### config.mk
export PLATFORM = sky130hd
export DESIGN_NAME = do8_ctrl
export DESIGN_NICKNAME = d
export VERILOG_FILES = /design/src/shared/do8_pkg.sv /design/src/design/duty_pwm.sv /design/src/design/do8_ctrl.sv
export VERILOG_INCLUDE_DIRS = /design/src /design/src/shared
export SDC_FILE = /design/constraint.sdc
export NUM_CORES = 2
export LEC_CHECK = 0
export BUFFER_PORTS_ARGS = -buffer_cell sky130_fd_sc_hd__buf_2
export CELL_PAD_IN_SITES_DETAIL_PLACEMENT = 1
export CELL_PAD_IN_SITES_GLOBAL_PLACEMENT = 2
export CORE_MARGIN = 5
export CORE_UTILIZATION = 38
export DETAILED_ROUTE_END_ITERATION = 12
export PLACE_DENSITY_LB_ADDON = 0.1
export SKIP_LAST_GASP = 1
export SLEW_MARGIN = 20
export SYNTH_ARGS = -nofsm -noshare
export SYNTH_HDL_FRONTEND = slang
export SYNTH_SLANG_ARGS = --single-unit
export TNS_END_PERCENT = 1
### constraint.sdc
create_clock -name mclk -period 3.45 [get_ports mclk]
set_clock_uncertainty 0.15 [all_clocks]
set_input_delay 0.69 -clock mclk [delete_from_list [all_inputs] [get_ports mclk]]
set_output_delay 0.69 -clock mclk [all_outputs]
set_load 0.1 [all_outputs]
### src/shared/do8_params.svh
// Offsets, field values, reset values and timing counts of the output block
// ----------------------------------------------------------------------------
// How it works
// - Eight channels, each with its own mode, unconfigured after reset.
// - Mode is on-off, threshold, PWM or PFM; only its own parameters apply.
// - On-off mode drives only on or off, following the input value.
// - PWM mode has a fast variant and a slow variant.
// - PFM mode sets output frequency from the input value.
// - On error the output goes to fallback: last value, off or on.
// - Inversion drives the complement of the computed output; off after reset.
// - A configurable delay sits between input change and output switch; default zero.
// - A pulse shorter than the delay leaves the output unchanged.
// - After the hold time of steady on, power reduction swaps on for PWM.
// - Power reduction has a hold time and a duty cycle in percent.
// - Threshold scheme is hysteresis or window; hysteresis after reset.
// - Threshold lower and upper limits, 0 and 100 after reset.
// - Short-circuit detection enabled per channel, on after reset.
// - Window scheme switches on inside the band, off outside it.
// ----------------------------------------------------------------------------
`ifndef DO8_PARAMS_SVH
`define DO8_PARAMS_SVH

// ----------------------------------------------------------------------------
// Register map
// ----------------------------------------------------------------------------
`define DO_NCH           8
`define DO_CFG_PAGE      3'h0
`define DO_LIM_PAGE      3'h1
`define DO_STAT_ADDR     8'h40
`define DO_MASK_ADDR     8'h44
`define DO_LIVE_ADDR     8'h48
`define DO_CFG_WMASK     32'hff01ffff
`define DO_CFG_RST       32'h00000140
`define DO_LIM_RST       32'h00006400

// ----------------------------------------------------------------------------
// Timing
// ----------------------------------------------------------------------------
`define DO_CLK_MHZ       100
`define DO_TICK_US       1000
`define DO_TICK_CYC      (`DO_TICK_US * `DO_CLK_MHZ)
`define DO_PWM_STEPS     7'd100
`define DO_FAST_HZ       2000
`define DO_FAST_STEP_CYC (`DO_CLK_MHZ * 1000000 / `DO_FAST_HZ / 100)
`define DO_SLOW_US       60000000
`define DO_SLOW_STEP_CYC (`DO_SLOW_US / 100 * `DO_CLK_MHZ)

`endif

### src/shared/do8_pkg.sv
// Types shared by the digital output block
package do8_pkg;

    typedef enum logic [2:0] {
        MODE_UNCONF = 3'h0,
        MODE_ONOFF  = 3'h1,
        MODE_THRESH = 3'h2,
        MODE_PWM    = 3'h3,
        MODE_PFM    = 3'h4
    } mode_t;

    typedef enum logic [1:0] {
        FB_LAST = 2'h0,
        FB_OFF  = 2'h1,
        FB_ON   = 2'h2
    } fallback_t;

    typedef enum logic [2:0] {
        PR_OFF  = 3'h1,
        PR_HOLD = 3'h2,
        PR_RED  = 3'h4
    } pr_state_t;

    typedef struct packed {
        logic [7:0] delay;
        logic [6:0] rsvd;
        logic [6:0] duty;
        logic       pr_en;
        logic       sc_en;
        fallback_t  fb;
        logic       inv;
        logic       win;
        logic       slow;
        mode_t      mode;
    } cfg_t;

    typedef struct packed {
        logic [15:0] reduction_hold_time;
        logic [7:0]  upper;
        logic [7:0]  lower;
    } lim_t;

    typedef struct packed {
        logic [7:0]  addr;
        logic [31:0] wdata;
        logic        wr;
        logic        rd;
    } reg_req_t;

    typedef struct packed {
        logic        filt;
        logic        hyst;
        logic        last;
        logic        out;
        pr_state_t   pst;
        logic [7:0]  dly;
        logic [15:0] hold;
        logic [15:0] acc;
    } ch_state_t;

    typedef struct packed {
        cfg_t      [7:0] cfg;
        lim_t      [7:0] lim;
        ch_state_t [7:0] ch;
        logic [15:0]     stat;
        logic [15:0]     mask;
        logic [16:0]     tick_cnt;
        logic [8:0]      fast_cnt;
        logic [25:0]     slow_cnt;
        logic            tick;
        logic            fast;
        logic            slow;
        logic [31:0]     rdata;
        logic            irq;
    } top_state_t;

    typedef struct packed {
        logic [6:0] cnt;
        logic       out;
    } pwm_state_t;

endpackage

### src/design/duty_pwm.sv
// Percent-duty PWM generator stepped by an external pulse
`include "do8_params.svh"

module duty_pwm
    import do8_pkg::*;
(
    input  wire logic       mclk,
    input  wire logic       resetn,
    input  wire logic       step,
    input  wire logic [6:0] duty,
    output logic            pwm
);

    pwm_state_t s;
    pwm_state_t n;

    // ------------------------------------------------------------------------
    // Counter of 100 steps; duty of 100 or more keeps the output high
    // ------------------------------------------------------------------------
    always_comb
    begin
        n = s;
        if (step)
        begin
            n.cnt = (s.cnt == `DO_PWM_STEPS - 7'h1) ? 7'h0 : s.cnt + 7'h1;
        end
        n.out = n.cnt < duty;
    end

    always_ff @(posedge mclk or negedge resetn)
    begin
        if (!resetn)
            s <= '0;
        else
            s <= n;
    end

    assign pwm = s.out;
endmodule

### src/design/do8_ctrl.sv
// Eight-channel digital output stage with register port and interrupt
//
// Our own choices: the plain strobed port and the placing of the registers.
`include "do8_params.svh"

module do8_ctrl
    import do8_pkg::*;
#(
    parameter int TICK_CYC = `DO_TICK_CYC,
    parameter int SLOW_CYC = `DO_SLOW_STEP_CYC
)(
    input  wire logic            mclk,
    input  wire logic            resetn,
    input  wire reg_req_t        req,
    output logic [31:0]          rdata,
    input  wire logic [7:0][7:0] proc_value,
    input  wire logic [7:0]      fault_in,
    input  wire logic [7:0]      short_in,
    output logic [7:0]           act_out,
    output logic                 irq
);

    top_state_t s;
    top_state_t n;
    logic [7:0] pwm_mod;
    logic [7:0] pwm_red;
    logic [7:0] clean;

    // ------------------------------------------------------------------------
    // Address decoding
    // ------------------------------------------------------------------------
    function automatic logic [2:0] chan(input logic [7:0] a);
        return a[4:2];
    endfunction

    function automatic logic in_page(input logic [7:0] a, input logic [2:0] p);
        return a[7:5] == p && a[1:0] == 2'h0;
    endfunction

    // ------------------------------------------------------------------------
    // Modulators: one for the PWM mode, one for power reduction
    // ------------------------------------------------------------------------
    for (genvar g = 0; g < `DO_NCH; g++)
    begin : g_ch
        logic [6:0] dm;
        assign dm = (proc_value[g] > 8'd100) ? `DO_PWM_STEPS : proc_value[g][6:0];

        duty_pwm u_mod (
            .mclk   (mclk),
            .resetn (resetn),
            .step   (s.cfg[g].slow ? s.slow : s.fast),
            .duty   (dm),
            .pwm    (pwm_mod[g])
        );

        duty_pwm u_red (
            .mclk   (mclk),
            .resetn (resetn),
            .step   (s.fast),
            .duty   (s.cfg[g].duty),
            .pwm    (pwm_red[g])
        );

        assign act_out[g] = s.ch[g].out;
        assign clean[g] = s.cfg[g].delay == 8'h0 && !s.cfg[g].pr_en && !s.cfg[g].inv
                          && !fault_in[g] && !(s.cfg[g].sc_en && short_in[g]);
    end

    // ------------------------------------------------------------------------
    // Next state
    // ------------------------------------------------------------------------
    always_comb
    begin
        cfg_t        c;
        lim_t        m;
        ch_state_t   cs;
        logic [7:0]  v;
        logic        e;
        logic        w;
        logic        f;
        logic        l;
        logic [15:0] set;
        logic [15:0] clr;
        logic [15:0] live;
        c = '0;
        m = '0;
        cs = '0;
        v = '0;
        e = 1'b0;
        w = 1'b0;
        f = 1'b0;
        l = 1'b0;
        set = '0;
        clr = '0;
        live = '0;
        n = s;

        // Time bases: 1 ms tick, fast and slow PWM steps
        n.tick = s.tick_cnt == 17'(TICK_CYC - 1);
        n.tick_cnt = n.tick ? 17'h0 : s.tick_cnt + 17'h1;
        n.fast = s.fast_cnt == 9'(`DO_FAST_STEP_CYC - 1);
        n.fast_cnt = n.fast ? 9'h0 : s.fast_cnt + 9'h1;
        n.slow = s.slow_cnt == 26'(SLOW_CYC - 1);
        n.slow_cnt = n.slow ? 26'h0 : s.slow_cnt + 26'h1;

        // Register writes
        if (req.wr)
        begin
            if (in_page(req.addr, `DO_CFG_PAGE))
                n.cfg[chan(req.addr)] = cfg_t'(req.wdata & `DO_CFG_WMASK);
            else if (in_page(req.addr, `DO_LIM_PAGE))
                n.lim[chan(req.addr)] = lim_t'(req.wdata);
            else if (req.addr == `DO_STAT_ADDR)
                clr = req.wdata[15:0];
            else if (req.addr == `DO_MASK_ADDR)
                n.mask = req.wdata[15:0];
        end

        for (int i = 0; i < `DO_NCH; i++)
        begin
            c = s.cfg[i];
            m = s.lim[i];
            cs = s.ch[i];
            v = proc_value[i];
            e = fault_in[i] | (c.sc_en & short_in[i]);
            set[i] = c.sc_en & short_in[i];
            set[8 + i] = e;

            // Raw decision of the selected mode only
            case (c.mode)
                MODE_ONOFF:
                    w = v != 8'h0;
                MODE_THRESH:
                begin
                    if (c.win)
                        w = v >= m.lower && v <= m.upper;
                    else if (v > m.upper)
                        w = 1'b1;
                    else if (v < m.lower)
                        w = 1'b0;
                    else
                        w = cs.hyst;
                end
                MODE_PWM:
                    w = pwm_mod[i];
                MODE_PFM:
                    w = cs.acc[15];
                default:
                    w = 1'b0;
            endcase
            n.ch[i].hyst = w;

            // Phase accumulator overflows faster for larger inputs
            if (s.fast)
                n.ch[i].acc = cs.acc + {8'h0, v};

            // Switching delay; a change undone in time is dropped
            f = cs.filt;
            if (w == cs.filt)
            begin
                n.ch[i].dly = 8'h0;
            end
            else if (cs.dly >= c.delay)
            begin
                f = w;
                n.ch[i].dly = 8'h0;
            end
            else if (s.tick)
            begin
                n.ch[i].dly = cs.dly + 8'h1;
            end
            n.ch[i].filt = f;

            // Power reduction after a steady on
            case (cs.pst)
                PR_OFF:
                begin
                    if (f)
                    begin
                        n.ch[i].pst = PR_HOLD;
                        n.ch[i].hold = 16'h0;
                    end
                end
                PR_HOLD:
                begin
                    if (!f)
                        n.ch[i].pst = PR_OFF;
                    else if (c.pr_en && cs.hold >= m.reduction_hold_time)
                        n.ch[i].pst = PR_RED;
                    else if (s.tick && cs.hold != 16'hffff)
                        n.ch[i].hold = cs.hold + 16'h1;
                end
                PR_RED:
                begin
                    if (!f || !c.pr_en)
                        n.ch[i].pst = PR_OFF;
                end
                default:
                    n.ch[i].pst = PR_OFF;
            endcase

            // Modulated modes bypass delay and reduction
            if (c.mode == MODE_PWM || c.mode == MODE_PFM)
                l = w;
            else if (cs.pst == PR_RED && c.pr_en)
                l = f & pwm_red[i];
            else
                l = f;
            l = l ^ c.inv;
            if (c.mode == MODE_UNCONF)
                l = 1'b0;

            // Error fallback
            if (e)
            begin
                case (c.fb)
                    FB_ON:
                        n.ch[i].out = 1'b1;
                    FB_OFF:
                        n.ch[i].out = 1'b0;
                    default:
                        n.ch[i].out = cs.last;
                endcase
            end
            else
            begin
                n.ch[i].out = l;
                n.ch[i].last = l;
            end

            live[i] = cs.out;
            live[8 + i] = cs.pst == PR_RED;
        end

        // A set arriving with its clear wins
        n.stat = (s.stat & ~clr) | set;
        n.irq = |(n.stat & n.mask);

        // Read data stands in the cycle after the strobe only
        n.rdata = 32'h0;
        if (req.rd)
        begin
            if (in_page(req.addr, `DO_CFG_PAGE))
                n.rdata = s.cfg[chan(req.addr)];
            else if (in_page(req.addr, `DO_LIM_PAGE))
                n.rdata = s.lim[chan(req.addr)];
            else if (req.addr == `DO_STAT_ADDR)
                n.rdata = {16'h0, s.stat};
            else if (req.addr == `DO_MASK_ADDR)
                n.rdata = {16'h0, s.mask};
            else if (req.addr == `DO_LIVE_ADDR)
                n.rdata = {16'h0, live};
        end
    end

    // ------------------------------------------------------------------------
    // State register
    // ------------------------------------------------------------------------
    always_ff @(posedge mclk or negedge resetn)
    begin
        if (!resetn)
        begin
            s <= '0;
            for (int i = 0; i < `DO_NCH; i++)
            begin
                s.cfg[i] <= cfg_t'(`DO_CFG_RST);
                s.lim[i] <= lim_t'(`DO_LIM_RST);
                s.ch[i].pst <= PR_OFF;
            end
        end
        else
        begin
            s <= n;
        end
    end

    assign rdata = s.rdata;
    assign irq = s.irq;

    for (genvar g = 0; g < `DO_NCH; g++)
    begin : g_chk
        logic err;
        assign err = fault_in[g] | (s.cfg[g].sc_en & short_in[g]);

    end
endmodule

==> results_dict.tcl <==
set metrics [dict create \
    status "finished, final reports clean" \
    rsz0062_at_grt "yes" \
    placedCellCount 8546 \
    hold_path_depth 2 \
    ir_drop_uv 554 \
    synth.most_common_cell "dfrtp_1" \
    max_slew_margin_pct 35.9 \
    ctsRootBufferMaster "clkbuf_16" \
    finish.utilization_pct 44.0 \
    first_global_vias 51200 \
    num_rows 150 \
    critPathRequiredTime_ns 3.99 \
    die_width_um 419 \
    path_class "reg2reg" \
    via_per_inst 5.55 \
    dr.max_layer_used "met5" \
    crit_fanout 8 \
    ys_top_cells_by_count "dfrtp_1 (1032), ha_1 (523), inv_1 (474), nand2_1 (456), mux2_2 (417)" \
    fin_cells 8812 \
    syn_nets 6814 \
    detail_route.wl_per_cell_um 24.8 \
    grtUsageTotal_pct 24.9 \
    antenna_found_initial 24 \
    max_slew.worst_pin.slew_ns 0.960 \
    die_area_sq_um 175000 \
    maxSlewViolCount 0 \
    fin_ws_ns 0.0717 \
    crit_top_cell "a21oi_1" \
    period_minus_slack_ns 3.38 \
    max_freq_mhz 296 \
    critical_path.cell_chain "inv_1 -> ha_1 -> nand4_1 -> nand2b_1 -> a21oi_1 -> o21a_1 -> nor4_2 -> or4b_1 -> or4_1 -> a21oi_1" \
    hp-start "short_in[2]" \
    worstSetupEndpointType "flip-flop" \
    startpoint "s[541]" \
    drt_wl_total_um 218000 \
    avgSynthCellArea_sq_um 10.3 \
    grt_start_max_net_pins 108 \
    multi_input_area_sq_um 33500 \
    ys.warnings.count 0 \
    min_path_type "in2reg" \
    async_flop_share_pct 100 \
    drtAntennaViolNets 0 \
    finalHoldViolCount 0 \
    grt_pass1_wl_um 331000 \
    drt_iter0_markers 2909 \
    drtPass1Iterations 5 \
    die_h_um 419 \
    worst_r2r_path_depth 10 \
    ff2ff_setup_slack_ns 0.07 \
    clk_pin_slew_ns 0.06 \
    core_area_sq_um 167000 \
    area_growth_pct 15.7 \
    ys_types 99 \
    syn_area_sq_um 63400 \
    cts_max_path_buffers 3 \
    rr_startpoint "s[541]" \
    place_hpwl_um 166000 \
    setup_violations 0 \
    finalSetupTns_ns 0 \
    synth_top_cell_by_area "dfrtp_1" \
    cts_sinks 1080 \
    io_buffers 164 \
    synth_edf_count 0 \
    wl_met2_um 103000 \
    cp.arrival_ns 3.92 \
    period_share_pct 97.9 \
    maxCapViolCount 0 \
    drive_above_1_share_pct 20.0 \
    synth_ff_type "dfrtp_1" \
    clk_latency_ns 0.79 \
    startpoint_type "flip-flop" \
    nFillCells 18300 \
    routed-wl-met3_um 7640 \
    hold_end "s[106]" \
    fin_nets 7142 \
    num_vias 48900 \
    power_mw 32.3 \
    final-seq-area_sq_um 27100 \
    cts_tree "built" \
    synth_top_area_share_pct 40.7 \
    syn_inst 6159 \
    cts.htree.levels 4 \
    synth_seq_area_share_pct 42.7 \
    floorplan.initialDensity_pct 38.1 \
    place_ws_ns -0.319 \
    leakagePower_nw 34.4 \
    numCtsBuffers 137 \
    drc 0 \
    crit_slowest_cell "or4b_1" \
    synth_seq_cells 1080 \
    grt-ovfl-total 0 \
    ioPinCount 165 \
    gp_congestion 0.847 \
    ys_top_cells_by_area "dfrtp_1 (41%), ha_1 (10%), mux2_2 (7.4%)" \
    regToRegEndpoint "s[194]" \
    max_stage_delay_ns 0.68 \
    met1_length_um 101000 \
    power_density_nw_per_um2 441 \
]
-- final cells by class --
class                           count  share of cell area (%)
Sequential cell                  1080                    36.9
Multi-Input combinational cell   4331                    45.6
Timing Repair Buffer              462                    4.99
Inverter                          475                    2.43
Tap cell                         2204                    3.76
Clock buffer                      215                    5.51
Antenna cell                        9                  0.0307
Clock inverter                     36                   0.747
-- worst max-delay path by stage --
stage / to / slack (ns)
floorplan: g_ch[3].u_red.pwm / 0.19
global placement: s[241] / -0.29
detailed placement: s[234] / -0.32
CTS: s[194] / -0.02
global route: s[198] / -0.08
finish: s[194] / 0.07
-- cell families after synthesis --
family / synth area share [%]
simple gates: 13.0
compound gates: 12.1
flops: 42.7
buf+inv: 4.76
mux: 13.2
fa+ha+maj: 10.6
xor+xnor: 3.70
-- layer usage --
metal | global-route usage, % | vias up
li1 | - | 22700
met1 | 34.3 | 25100
met2 | 41.1 | 793
met3 | 2.96 | 252
met4 | 7.76 | 2
met5 | 0 | -
-- power by group --
group | switching [mW] | internal [mW] | total (mW) | leakage, nW
logic | 2.28 | 1.52 | 3.80 | 18.2
clock network | 6.03 | 8.77 | 14.8 | 2.24
registers | 0.556 | 13.2 | 13.7 | 14.0
-- metrics by stage --
step                instance area, sq um  hold slack (ns)
floorplan                          63400            0.244
global placement                   68700            0.297
detailed placement                 68700            0.303
CTS                                73400           0.0104
global route                       73400           0.0380
finish                             73400           0.0737
-- critical path: cells and delay by family, from the launching register on --
kind                       cells  cell delay, ns
buffers and inverters          1            0.06
AOI/OAI and AO/OA              3            0.70
adders and majority gates      1            0.29
and+or+nand+nor                5            1.55
DFF                            1            0.54
-- placed cells by master (no fill, tap or decap), types with 16 or more instances in the layout --
| cell type | count |
|---|---|
| inv_1 | 473 |
| dfstp_2 | 48 |
| nor4_1 | 24 |
| nand4_1 | 111 |
| o31ai_1 | 85 |
| and2_1 | 20 |
| and3_1 | 89 |
| o21ai_1 | 16 |
| nand2b_1 | 86 |
| o211ai_1 | 41 |
| nand3_1 | 162 |
| buf_2 | 161 |
| nor2b_1 | 69 |
| clkbuf_16 | 140 |
| or2_2 | 23 |
| a21o_1 | 99 |
| mux2_2 | 417 |
| buf_4 | 247 |
| a21boi_0 | 17 |
| o22ai_1 | 32 |
| xor2_1 | 101 |
| o21a_1 | 68 |
| xnor2_1 | 167 |
| buf_12 | 45 |
| nor2_1 | 409 |
| mux2i_1 | 110 |
| o21ai_0 | 359 |
| or3_1 | 32 |
| clkbuf_8 | 26 |
| ha_1 | 523 |
| mux4_2 | 112 |
| a21oi_1 | 247 |
| a31oi_1 | 91 |
| dfrtp_1 | 1030 |
| clkbuf_1 | 49 |
| and4_1 | 17 |
| nor3_1 | 66 |
| a211oi_1 | 40 |
| nand2_1 | 452 |
| or4_1 | 23 |
-- repair_timing --
action	in CTS	in global routing
gates resized for setup	8	2
setup buffers	1	0
pin swaps	3	0
hold buffers	4	0
endpoints found under the hold margin	25	0
setup endpoints to repair	16	39
cloned	1	0
-- sequential cells by signal (all words and copies together), names as in the netlist --
signal          flops
g_ch.u_mod.s       56
act_out             8
g_ch.u_red.pwm      8
g_ch.u_red.s       56
s                 911
rdata              32
g_ch.u_mod.pwm      8
irq                 1
No activity file was read; power rests on OpenSTA's default activity.
